**config.mk**
```make
export PLATFORM = sky130hd
export DESIGN_NAME = rtps_top
export DESIGN_NICKNAME = d
export VERILOG_FILES = /design/src/hdl/rtps_pkg.sv /design/src/hdl/rtps_mem.sv /design/src/hdl/rtps_rx.sv /design/src/hdl/rtps_top.sv
export SDC_FILE = /design/constraint.sdc
export NUM_CORES = 2
export LEC_CHECK = 0
export ABC_AREA = 1
export ABC_CLOCK_PERIOD_IN_PS = 47000
export BUFFER_PORTS_ARGS = -buffer_cell sky130_fd_sc_hd__buf_2
export CORE_MARGIN = 2
export CORE_UTILIZATION = 55
export DETAILED_ROUTE_END_ITERATION = 6
export PLACE_DENSITY = 0.72
export SETUP_SLACK_MARGIN = 0.5
export SYNTH_ARGS = -nofsm -noshare
export SYNTH_HDL_FRONTEND = slang
export SYNTH_SLANG_ARGS = --single-unit
```
**constraint.sdc**
```tcl
create_clock -name clk -period 47 [get_ports clk]
set_clock_uncertainty 0.15 [all_clocks]
set_input_delay 7.05 -clock clk [delete_from_list [all_inputs] [get_ports clk]]
set_output_delay 7.05 -clock clk [all_outputs]
set_load 0.05 [all_outputs]
```
**src/hdl/rtps_pkg.sv**
```systemverilog
// package for the tag protocol state machine: map, fields, states, carriers
// Overview of operation
// - after startup, enter wait ready for requests
// - read identifier and inventory requests move tag to ready
// - matching select enters selected; select-only flag targets it
// - selected tag seeing other select goes quiet
// - silence request enters quiet; quiet obeys addressed only
// - invalid request leaves state unchanged
// - power-up broadcasts 128-bit data after listen window
// - broadcast data sent exactly as stored
// - request or switch in window selects reader-first
// - reader-first mode answers only state-valid requests
// - single slot: on mask match reply unmasked bits
// - zero mask: slot number is low identifier nibble
// - nonzero mask match: nibble above mask, counter cleared
// - each slot end-of-frame increments counter; equal replies
// - requests framed by start/end; fields sent lsb first
// - response: error flag, data, optional crc
// - flag bit 1 least significant, bit 5 most
// - protocol extension flag must be zero
// - inventory flag chooses meaning of bits 4, 5
// - response crc flag requests appended crc
// - inventory: bit 4 zero, bit 5 picks slots
// - addressed/select-only pair decodes which tags answer
// - responses outside broadcast open with start pattern
package rtps_pkg;
  // apb register byte offsets
  localparam logic [7:0] ADDR_STATUS  = 8'h00;
  localparam logic [7:0] ADDR_CTRL    = 8'h04;
  localparam logic [7:0] ADDR_UID_LO  = 8'h08;
  localparam logic [7:0] ADDR_UID_HI  = 8'h0c;
  localparam logic [7:0] ADDR_BDATA   = 8'h10;
  localparam logic [31:0] CTRL_RESET  = 32'h0000_0001;
  localparam logic [47:0] UID_RESET   = 48'h0000_0000_0001;
  localparam int CTRL_BCAST_EN = 0;
  // status field positions
  localparam int ST_STATE_POS = 0;
  localparam int ST_RTF_POS   = 4;
  localparam int ST_INV_POS   = 5;
  localparam int ST_SCNT_POS  = 8;
  localparam int ST_SNUM_POS  = 12;
  // request field positions
  localparam int FLAG_PROTOCOL_EXTENSION_FLAG = 0;
  localparam int FLAG_INV  = 1;
  localparam int FLAG_RESPONSE_CRC_FLAG = 2;
  localparam int FLAG_B4   = 3;
  localparam int FLAG_B5   = 4;
  localparam int CMD_POS   = 5;
  localparam int PARAM_POS = 11;
  localparam int MASK_POS  = 17;
  localparam int HDR_BITS  = 11;
  localparam int UID_W     = 48;
  localparam int BDATA_W   = 128;
  localparam logic [5:0] MASK_MAX_16 = 6'd44;
  localparam logic [5:0] MASK_MAX_1  = 6'd48;
  // command codes
  localparam logic [5:0] CMD_INVENTORY  = 6'h00;
  localparam logic [5:0] CMD_SILENCE    = 6'h01;
  localparam logic [5:0] CMD_READ_UID   = 6'h02;
  localparam logic [5:0] CMD_SELECT     = 6'h18;
  localparam logic [5:0] CMD_BDATA_WR   = 6'h28;
  // timing
  localparam int CLK_MHZ         = 50;
  localparam int STARTUP_TIME_US = 2330;
  localparam int LISTEN_TIME_US  = 5000;
  localparam int STARTUP_CYCLES  = STARTUP_TIME_US * CLK_MHZ;
  localparam int LISTEN_CYCLES   = LISTEN_TIME_US * CLK_MHZ;

  typedef enum logic [2:0] {
    ST_FIELD_OFF = 3'b000,
    ST_WAIT      = 3'b001,
    ST_READY     = 3'b010,
    ST_SELECTED  = 3'b011,
    ST_QUIET     = 3'b100,
    ST_BROADCAST = 3'b101
  } rtps_state_type;

  typedef struct packed {
    logic sof;
    logic bit_valid;
    logic bit_val;
    logic eof;
    logic crc_ok;
    logic switch_seen;
  } rtps_rx_in_type;

  typedef struct packed {
    logic valid;
    logic bit_val;
    logic sof;
    logic crc_req;
    logic broadcast;
  } rtps_tx_out_type;

  typedef struct packed {
    logic [7:0]         len;
    logic [BDATA_W-1:0] bits;
  } rtps_frame_type;
endpackage : rtps_pkg

```
**src/hdl/rtps_mem.sv**
```systemverilog
// broadcast data store with registered read port
`timescale 1ns/1ps
module rtps_mem #(
  parameter int W = 32,
  parameter int D = 4
) (
  input  wire logic                 clk,
  input  wire logic                 rst,
  input  wire logic                 we,
  input  wire logic [$clog2(D)-1:0] waddr,
  input  wire logic [W-1:0]         wdata,
  input  wire logic [$clog2(D)-1:0] raddr,
  output logic      [W-1:0]         rdata
);
  import rtps_pkg::*;
  typedef struct packed {
    logic [D-1:0][W-1:0] mem;
    logic [W-1:0]        rdata;
  } rtps_mem_type;
  rtps_mem_type m_reg;
  rtps_mem_type m_next;

  // write, then registered read of unaltered contents
  always_comb begin
    m_next = m_reg;
    if (we) begin
      m_next.mem[waddr] = wdata;
    end
    m_next.rdata = m_reg.mem[raddr];
  end

  always_ff @(posedge clk or posedge rst) begin
    if (rst) begin
      m_reg <= '0;
    end else begin
      m_reg <= m_next;
    end
  end

  assign rdata = m_reg.rdata;
endmodule : rtps_mem

```
**src/hdl/rtps_rx.sv**
```systemverilog
// request frame collector between start and end of frame
`timescale 1ns/1ps
module rtps_rx (
  input  wire logic           clk,
  input  wire logic           rst,
  input  rtps_pkg::rtps_rx_in_type rx,
  output rtps_pkg::rtps_frame_type frame,
  output logic                frame_valid,
  output logic                slot_eof
);
  import rtps_pkg::*;
  typedef struct packed {
    rtps_frame_type fr;
    logic           in_frame;
    logic           valid;
    logic           slot_eof;
  } rtps_rx_type;
  rtps_rx_type r_reg;
  rtps_rx_type r_next;

  // bits land at rising index, so fields stay lsb first
  always_comb begin
    r_next = r_reg;
    r_next.valid = 1'b0;
    r_next.slot_eof = 1'b0;
    if (rx.sof) begin
      r_next.in_frame = 1'b1;
      r_next.fr = '0;
    end else if (rx.eof) begin
      if (r_reg.in_frame) begin
        r_next.valid = rx.crc_ok && (r_reg.fr.len >= 8'(HDR_BITS));
      end else begin
        r_next.slot_eof = 1'b1;
      end
      r_next.in_frame = 1'b0;
    end else if (rx.bit_valid && r_reg.in_frame && (r_reg.fr.len < 8'(BDATA_W))) begin
      r_next.fr.bits[r_reg.fr.len[6:0]] = rx.bit_val;
      r_next.fr.len = r_reg.fr.len + 8'h01;
    end
  end

  always_ff @(posedge clk or posedge rst) begin
    if (rst) begin
      r_reg <= '0;
    end else begin
      r_reg <= r_next;
    end
  end

  assign frame       = r_reg.fr;
  assign frame_valid = r_reg.valid;
  assign slot_eof    = r_reg.slot_eof;
endmodule : rtps_rx

```
**src/hdl/rtps_top.sv**
```systemverilog
// tag protocol state machine with apb register access
//
// The APB interface to the registers and the register addresses are this design's own decisions.
`timescale 1ns/1ps
module rtps_top #(
  parameter int unsigned STARTUP_CYC = rtps_pkg::STARTUP_CYCLES,
  parameter int unsigned LISTEN_CYC  = rtps_pkg::LISTEN_CYCLES
) (
  input  wire logic                 clk,
  input  wire logic                 rst,
  input  wire logic [7:0]           paddr,
  input  wire logic                 psel,
  input  wire logic                 penable,
  input  wire logic                 pwrite,
  input  wire logic [31:0]          pwdata,
  output logic      [31:0]          prdata,
  output logic                      pready,
  output logic                      pslverr,
  input  wire logic                 field_on,
  input  rtps_pkg::rtps_rx_in_type  rx,
  input  wire logic                 tx_ready,
  output rtps_pkg::rtps_tx_out_type tx
);
  import rtps_pkg::*;

  typedef struct packed {
    rtps_state_type st;
    logic           reader_first_mode;
    logic [31:0]    tmr;
    logic [31:0]    ctrl;
    logic [47:0]    uid;
    logic [31:0]    prdata;
    logic           pslverr;
    logic           inv_on;
    logic [3:0]     slot_cnt;
    logic [3:0]     slot_num;
    logic [47:0]    inv_reply;
    logic [6:0]     inv_len;
    logic           busy;
    logic           sof;
    logic           crc;
    logic [63:0]    sh;
    logic [6:0]     left;
    logic [1:0]     bword;
  } rtps_top_type;

  rtps_top_type   r_reg;
  rtps_top_type   r_next;
  rtps_frame_type frame;
  logic           frame_valid;
  logic           slot_eof;
  logic [31:0]    mem_rdata;
  logic           mem_we;

  // mask of the n low identifier bits
  function automatic logic [47:0] low_mask(input logic [5:0] n);
    logic [47:0] m;
    m = '1;
    if (n < 6'd48) begin
      m = (48'h0000_0000_0001 << n) - 48'h0000_0000_0001;
    end
    return m;
  endfunction : low_mask

  // identifier equals received bits in n low positions
  function automatic logic id_match(input logic [47:0] id, input logic [47:0] v,
                                    input logic [5:0] n);
    return ((id ^ v) & low_mask(n)) == 48'h0000_0000_0000;
  endfunction : id_match

  rtps_rx u_rx (
    .clk         (clk),
    .rst         (rst),
    .rx          (rx),
    .frame       (frame),
    .frame_valid (frame_valid),
    .slot_eof    (slot_eof)
  );

  rtps_mem #(
    .W (32),
    .D (4)
  ) u_mem (
    .clk   (clk),
    .rst   (rst),
    .we    (mem_we),
    .waddr (paddr[3:2]),
    .wdata (pwdata),
    .raddr (r_reg.bword),
    .rdata (mem_rdata)
  );

  // broadcast store write strobe; no wait states
  assign mem_we = psel && penable && pwrite && (paddr[7:4] == ADDR_BDATA[7:4]);
  assign pready = 1'b1;

  // request decode, states, inventory, transmit
  always_comb begin
    logic [4:0]  f;
    logic [5:0]  cmd;
    logic [5:0]  n;
    logic [47:0] pid;
    logic [47:0] mval;
    logic        sel_only;
    logic        addressed;
    logic        allowed;
    logic        valid_req;
    logic        ready_like;
    logic        start_rsp;
    logic [63:0] rsp;
    logic [6:0]  rsp_len;
    logic [3:0]  nxt_cnt;
    f = frame.bits[FLAG_B5:FLAG_PROTOCOL_EXTENSION_FLAG];
    cmd = frame.bits[CMD_POS +: 6];
    n = frame.bits[PARAM_POS +: 6];
    pid = frame.bits[PARAM_POS +: UID_W];
    mval = frame.bits[MASK_POS +: UID_W];
    sel_only = f[FLAG_B4];
    addressed = f[FLAG_B5];
    valid_req = 1'b0;
    start_rsp = 1'b0;
    rsp = '0;
    rsp_len = '0;
    nxt_cnt = r_reg.slot_cnt + 4'h1;
    ready_like = (r_reg.st == ST_WAIT) || (r_reg.st == ST_READY);
    // which tags answer for this flag pair
    allowed = (addressed && !sel_only && (pid == r_reg.uid)) ||
              (!addressed && sel_only && (r_reg.st == ST_SELECTED)) ||
              (!addressed && !sel_only && ready_like);
    r_next = r_reg;
    r_next.sof = 1'b0;

    // apb setup captures read data and error into flops
    if (psel && !penable) begin
      r_next.pslverr = 1'b0;
      case (paddr)
        ADDR_STATUS: begin
          r_next.prdata = '0;
          r_next.prdata[ST_STATE_POS +: 3] = r_reg.st;
          r_next.prdata[ST_RTF_POS] = r_reg.reader_first_mode;
          r_next.prdata[ST_INV_POS] = r_reg.inv_on;
          r_next.prdata[ST_SCNT_POS +: 4] = r_reg.slot_cnt;
          r_next.prdata[ST_SNUM_POS +: 4] = r_reg.slot_num;
        end
        ADDR_CTRL:   r_next.prdata = r_reg.ctrl;
        ADDR_UID_LO: r_next.prdata = r_reg.uid[31:0];
        ADDR_UID_HI: r_next.prdata = {16'h0000, r_reg.uid[47:32]};
        default: begin
          r_next.prdata = '0;
          r_next.pslverr = (paddr[7:4] != ADDR_BDATA[7:4]) || (paddr[1:0] != 2'b00);
        end
      endcase
    end
    if (psel && penable && pwrite) begin
      case (paddr)
        ADDR_CTRL:   r_next.ctrl = pwdata;
        ADDR_UID_LO: r_next.uid[31:0] = pwdata;
        ADDR_UID_HI: r_next.uid[47:32] = pwdata[15:0];
        default:     r_next.ctrl = r_reg.ctrl;
      endcase
    end

    // transmit shift: one bit per handshake, lsb first
    if (r_reg.busy && tx_ready) begin
      r_next.sh = {1'b0, r_reg.sh[63:1]};
      r_next.left = r_reg.left - 7'h01;
      if (r_reg.left == 7'h01) begin
        r_next.busy = 1'b0;
      end
    end

    case (r_reg.st)
      ST_FIELD_OFF: begin
        // startup count while field is present
        if (r_reg.tmr != 32'h0000_0000) begin
          r_next.tmr = r_reg.tmr - 32'h0000_0001;
        end else begin
          r_next.st = ST_WAIT;
          r_next.reader_first_mode = 1'b0;
          r_next.tmr = LISTEN_CYC;
        end
      end
      ST_BROADCAST: begin
        // load the next stored word once the last has gone
        if (!r_reg.busy) begin
          r_next.sh = {32'h0000_0000, mem_rdata};
          r_next.left = 7'd32;
          r_next.busy = 1'b1;
          r_next.bword = r_reg.bword + 2'b01;
        end
      end
      default: begin
        if (!r_reg.reader_first_mode && (r_reg.tmr != 32'h0000_0000)) begin
          r_next.tmr = r_reg.tmr - 32'h0000_0001;
          if (rx.switch_seen) begin
            r_next.reader_first_mode = 1'b1;
          end
        end else if (!r_reg.reader_first_mode) begin
          // window over, nothing heard: broadcast if enabled
          if (r_reg.ctrl[CTRL_BCAST_EN]) begin
            r_next.st = ST_BROADCAST;
            r_next.bword = 2'b00;
            r_next.busy = 1'b0;
          end else begin
            r_next.reader_first_mode = 1'b1;
          end
        end

        // sixteen-slot round stepping
        if (slot_eof && r_reg.inv_on) begin
          r_next.slot_cnt = nxt_cnt;
          if (nxt_cnt == r_reg.slot_num) begin
            start_rsp = 1'b1;
            rsp = {15'h0000, r_reg.inv_reply, 1'b0};
            rsp_len = r_reg.inv_len;
          end
        end

        // frames count only in the window or reader-first mode
        if (frame_valid && !f[FLAG_PROTOCOL_EXTENSION_FLAG] && (r_reg.reader_first_mode || (r_reg.tmr != 32'h0000_0000))) begin
          if (f[FLAG_INV]) begin
            // inventory: bit 4 zero, bit 5 slot count
            if ((cmd == CMD_INVENTORY) && !f[FLAG_B4] && ready_like &&
                (n <= (f[FLAG_B5] ? MASK_MAX_1 : MASK_MAX_16))) begin
              valid_req = 1'b1;
              r_next.st = ST_READY;
              r_next.inv_on = 1'b0;
              r_next.crc = f[FLAG_RESPONSE_CRC_FLAG];
              if (id_match(r_reg.uid, mval, n)) begin
                r_next.inv_reply = r_reg.uid >> n;
                r_next.inv_len = 7'd49 - {1'b0, n};
                if (f[FLAG_B5]) begin
                  start_rsp = 1'b1;
                  rsp = {15'h0000, r_reg.uid >> n, 1'b0};
                  rsp_len = 7'd49 - {1'b0, n};
                end else begin
                  r_next.inv_on = 1'b1;
                  r_next.slot_cnt = 4'h0;
                  r_next.slot_num = (n == 6'd0) ? r_reg.uid[3:0] :
                                    4'(r_reg.uid >> n);
                  if (((n == 6'd0) ? r_reg.uid[3:0] : 4'(r_reg.uid >> n)) == 4'h0) begin
                    start_rsp = 1'b1;
                    rsp = {15'h0000, r_reg.uid >> n, 1'b0};
                    rsp_len = 7'd49 - {1'b0, n};
                  end
                end
              end
            end
          end else begin
            case (cmd)
              CMD_SELECT: begin
                if (addressed && !sel_only && (pid == r_reg.uid)) begin
                  valid_req = 1'b1;
                  r_next.st = ST_SELECTED;
                end else if (addressed && !sel_only && (r_reg.st == ST_SELECTED)) begin
                  valid_req = 1'b1;
                  r_next.st = ST_QUIET;
                end
              end
              CMD_SILENCE: begin
                if (allowed && (addressed || sel_only) && (r_reg.st != ST_QUIET)) begin
                  valid_req = 1'b1;
                  r_next.st = ST_QUIET;
                  r_next.inv_on = 1'b0;
                end
              end
              CMD_READ_UID: begin
                if (allowed) begin
                  valid_req = 1'b1;
                  r_next.st = ST_READY;
                  start_rsp = 1'b1;
                  rsp = {15'h0000, r_reg.uid, 1'b0};
                  rsp_len = 7'd49;
                end
              end
              CMD_BDATA_WR: begin
                if (allowed) begin
                  valid_req = 1'b1;
                  start_rsp = 1'b1;
                  rsp = '0;
                  rsp_len = 7'd1;
                end
              end
              default: valid_req = 1'b0;
            endcase
            if (valid_req) begin
              r_next.crc = f[FLAG_RESPONSE_CRC_FLAG];
              r_next.inv_on = (cmd == CMD_SILENCE) ? 1'b0 : r_reg.inv_on;
            end
          end
          if (valid_req) begin
            r_next.reader_first_mode = 1'b1;
          end
        end

        // reply: error flag 0, then data; coder adds start
        if (start_rsp && !r_reg.busy) begin
          r_next.sh = rsp;
          r_next.left = rsp_len;
          r_next.busy = 1'b1;
          r_next.sof = 1'b1;
        end
      end
    endcase

    // field loss drops all context
    if (!field_on) begin
      r_next.st = ST_FIELD_OFF;
      r_next.reader_first_mode = 1'b0;
      r_next.tmr = STARTUP_CYC;
      r_next.inv_on = 1'b0;
      r_next.busy = 1'b0;
      r_next.sof = 1'b0;
      r_next.slot_cnt = 4'h0;
      r_next.bword = 2'b00;
    end
  end

  always_ff @(posedge clk or posedge rst) begin
    if (rst) begin
      r_reg <= '{st: ST_FIELD_OFF, tmr: STARTUP_CYC, ctrl: CTRL_RESET, uid: UID_RESET,
                 default: '0};
    end else begin
      r_reg <= r_next;
    end
  end

  assign prdata       = r_reg.prdata;
  assign pslverr      = r_reg.pslverr;
  assign tx.valid     = r_reg.busy;
  assign tx.bit_val   = r_reg.sh[0];
  assign tx.sof       = r_reg.sof;
  assign tx.crc_req   = r_reg.crc && (r_reg.st != ST_BROADCAST);
  assign tx.broadcast = (r_reg.st == ST_BROADCAST);
endmodule : rtps_top

```
# Word level (Yosys, flattened, before mapping)
# Cells that the tools add are included.
# word_totals
output_inout_bits,39
register_bits,588
in_bits,53
# classes
reduce_logical,65
magnitude_cmp,9
addsub,7
n_shift,2
n_mux,124
n_eq_ne,33
n_bitwise,4
# ops
operator,count
$mux W64,12
$mux W136,2
$bwmux W128,2
$mux W48,5
$pmux W73 S2,1
$mux W71,2
$mux W137,1
$mux W32,4
$pmux W32 S4,1
$pmux W64 S2,1
$mux W49,2
$mux W73,1
$pmux W36 S2,1
$mux W7,10
$bmux W32 S2,1
$demux W32 S2,1
$mux W63,1
$and A48 B48 Y48,1
$eq A48 B48 Y1,1
$logic_not A48 Y1,1
$shl A1 B6 Y48 const A,1
$shr A48 B6 Y48,1
$sub A48 B1 Y48 const B,1
$xor A48 B48 Y48,1
other kinds (59),189

# Longest topological paths before layout
# depth
word_depth,19
ltp_mapped,28
mapped_depth_nobuf,25

# By module
# From an unflattened synthesis, not the netlist that was laid out.
# hier_totals
cells_unflattened,5700
area_unflattened_um2,38672.1
# modules_own_cells
module,area_each_um2,cells_per_inst,n_inst
rtps_top,22037.4,3380,1
rtps_rx,8874.8,1319,1
rtps_mem,7759.9,1001,1

# Least setup slack after synthesis
# Ideal clock, no wire load.
# synth_timing
path_kind,register to output
from,register r_reg[286] (netlist name)
to,output port tx[1] (netlist name)
path_slack_ns,37.517
t_arrival_ns,2.283
t_required_ns,39.800
path_stages_with_launch,4
cell_sequence,dfrtp_1 inv_1 nor3_1 nor2_1
# synth_rtl
element,line_no,source
start: declaration,rtps_top.sv:47,rtps_top_type r_reg;
start signal: assignment,rtps_top.sv:321,"r_reg <= '{st: ST_FIELD_OFF, tmr: STARTUP_CYC, ctrl: CTRL_RESET, uid: UID_RESET,"
start signal: assignment,rtps_top.sv:324,r_reg <= r_next;
end: declaration,rtps_top.sv:22,output rtps_pkg::rtps_tx_out_type tx

==> reports/results.txt <==
Run status: finished with violations
Violated checks: DRC
Placed Cells: 5273
Clock tree buffer depth: 3
Initial Util: 55.8%
# Max-Cap Violations: 0
Slew @ Worst Pin: 1.34 ns
Share of layout cells above drive strength 1: 7.02%
CP top delay family: flip-flops
Initial DRC count: 4507
Post-route clock period utilization: 20.6%
Post-Syn Area per Cell: 6.93 um2
Final min period: 9.67 ns
Worst-path clk slew: 0.06 ns
Max stage delay on crit path: 0.64 ns
Met3 Use GR: 10.5%
Routed Antenna Nets: 0
Worst R2R Start: u_rx.frame[11]$_DFFE_PP0P_
Total Wirelength: 122000 um
Cell Count, Final, Fillers Out: 5384
Nets: 4630
Core footprint: 57800 um2
Final instance area: 34700 um2
Min-delay worst type: reg2reg
Startpoint types: register
Peak supply drop: 0.0000313 V
Async set-reset flop share out of synthesis: 100%
GRT met2 Usage: 57.4%
Final HPWL DP: 87400 um
Buffers and inverters on the worst path: 2
Total Power: 1.06 mW
Post-Syn Nets: 4719
Max FFs per register: 253
Hold path startpoint: u_rx.r_reg[2]$_DFFE_PP0P_
Initial antenna violation count: 6
Critical setup path kind: reg2out
GR Util met1: 57.1%
Vias in the first global route: 29054
Critical Path Source: r_reg[288]$_DFFE_PP0P_
Post-CTS Hold Buffers: 0
Register area share after synthesis: 40.8%
Post-Synthesis Cells: 4656
Die Ht: 246 um
RePlAce Congestion: 1.05
Final Hold Vio Count: 0
First-pass GRT wire length: 183000 um
RSZ-0062 raised after global routing: no
CP max FO: 5
Worst-skew pair later-pin latency: 0.65 ns
Critical Path Sink Type: primary output
Root buffer cell: clkbuf_16
Setup-failing EPs final: 0
Routed vias/inst: 6.04
Number of flops mapped to enable cells by yosys: 0
DRC Markers: 14
H-tree depth: 2
# IOs: 92
Die area: 60600 um2
Static Leakage: 17.7 nW
Final setup TNS: 0 ns
Drt first pass iters: 7
Die W: 246 um
Core Util, Final: 60.0%
Mapped cell area: 32200 um2
Row cnt: 88
Largest net degree at the start of global routing: 109
Main flop type after synthesis: dfrtp_1
Crit-path cells: inv_1 > nor3_1 > buf_2
Setup Buffers After CTS: 0
CTS tree: done
Resized cells post-CTS: 0
Area after DPL: 32800 um2
PD cells: 30.7 nW/um2
Slew Viols, Final: 0
Slowest CP cell: dfrtp_1
Total GRT Usage: 40.1%
Ys Warns: 0
Worst EP required: 39.80 ns
Grt ovf: 0
Total CTS buffers: 57
Number of port buffers: 90
Vias post-DR: 32544
Slew HR: 10.2%
Clock sinks: 525
Post-synth cell types: 59
Critical path arrival: 2.47 ns
GR peak layer: met2
Seq cells post-synth: 525
WL/cell: 22.7 um
F_max: 103 MHz
Area Overhead vs Synth: 7.61%
cells in the mapped netlist (all sizes together) (26+ instances only):
cell / n / share of area, %
a21oi: 167 / 2.6
buf: 103 / 2.0
clkbuf: 183 / 2.1
dfrtp: 515 / 40
inv: 533 / 6.2
mux2i: 27 / 0.84
nand2: 1243 / 15
nand3: 231 / 3.6
nand4: 87 / 1.7
nor2: 429 / 5.3
nor3: 52 / 0.82
nor4: 26 / 0.55
o21ai: 744 / 12
o22ai: 72 / 1.4
xor2: 64 / 1.7
through the flow:
step | hold slack (ns) | setup slack [ns]
global route | 0.341 | 36.87
finish | 0.315 | 37.33
global placement | 0.284 | 36.56
floorplan | 0.273 | 25.15
CTS | 0.315 | 37.20
detailed placement | 0.307 | 36.53
power by group:
part | switching, mW | internal, mW
Clock | 0.203 | 0.257
Combinational | 0.0773 | 0.0347
Sequential | 0.0161 | 0.476
Total | 0.296 | 0.768
layout make-up:
| type | count | area, um2 |
|---|---|---|
| diodes | 6 | 15.0 |
| multi-input cells | 3306 | 15800 |
| fillers | 5524 | 23100 |
| clock buffers | 72 | 1580 |
| well taps | 765 | 957 |
| flip-flops and latches | 525 | 13200 |
| repair buffers | 138 | 811 |
| clock inverters | 33 | 335 |
| inverters | 539 | 2030 |
cell usage in the layout (no fill, tap or decap), types with 12 or more instances in the layout:
cell,synthesis,routed
a21oi_1,167,167
a22o_1,14,14
a22oi_1,24,24
a31oi_1,16,15
buf_2,36,90
buf_4,52,48
clkbuf_16,0,57
clkinv_2,0,17
dfrtp_1,515,513
inv_1,522,519
inv_2,10,12
mux2i_1,27,27
nand2_1,1232,1230
nand3_1,228,222
nand4_1,86,86
nor2_1,409,403
nor2_2,13,17
nor3_1,51,51
nor4_1,25,24
o211ai_1,20,20
o21ai_0,731,731
o21ai_1,13,13
o22ai_1,72,72
xnor2_1,16,16
xor2_1,64,64
worst register-to-register path: cells and delay by family (launching register included):
family / cells / cell delay, ns
flip-flops: 1 / 0.34
AND/OR/NAND/NOR: 19 / 4.83
AO/OA/AOI/OAI: 1 / 0.24
adder cells (fa/ha/maj): 1 / 0.23
buffers and inverters: 1 / 0.68
layer usage:
layer,share of wire [%],vias to the layer above
li1,-,14995
met1,41,15332
met2,41,1885
met3,12,326
met4,4.9,6
met5,0.047,-
kinds of logic (layout without fill, tap and decap cells):
family	after synthesis	after routing	share of synthesized area [%]
AOI/OAI and AO/OA	1100	1100	18.4
DFF	525	525	40.8
and+or+nand+nor	2088	2088	27.0
xor gates and xnor gates	80	80	2.17
adders and majority gates	10	10	0.388
buffers and inverters	825	782	10.4
muxes	27	27	0.838
other	1	7	0.0116
path summary, 6_finish.rpt:
path                                      endpoint  slack (ns)  cells past startpoint
min reg2reg                u_rx.slot_eof$_DFF_PP0_        0.32                      1
min in group asynchronous    r_reg[76]$_DFFE_PP0P_        6.41                      2
min                        u_rx.slot_eof$_DFF_PP0_        0.32                      1
max in group asynchronous   prdata[25]$_DFFE_PP0P_       37.43                      5
max reg2reg                    r_reg[13]$_DFF_PP0_       40.46                     22
max                                          tx[0]       37.33                      3
(Power assumes the default switching activity.)
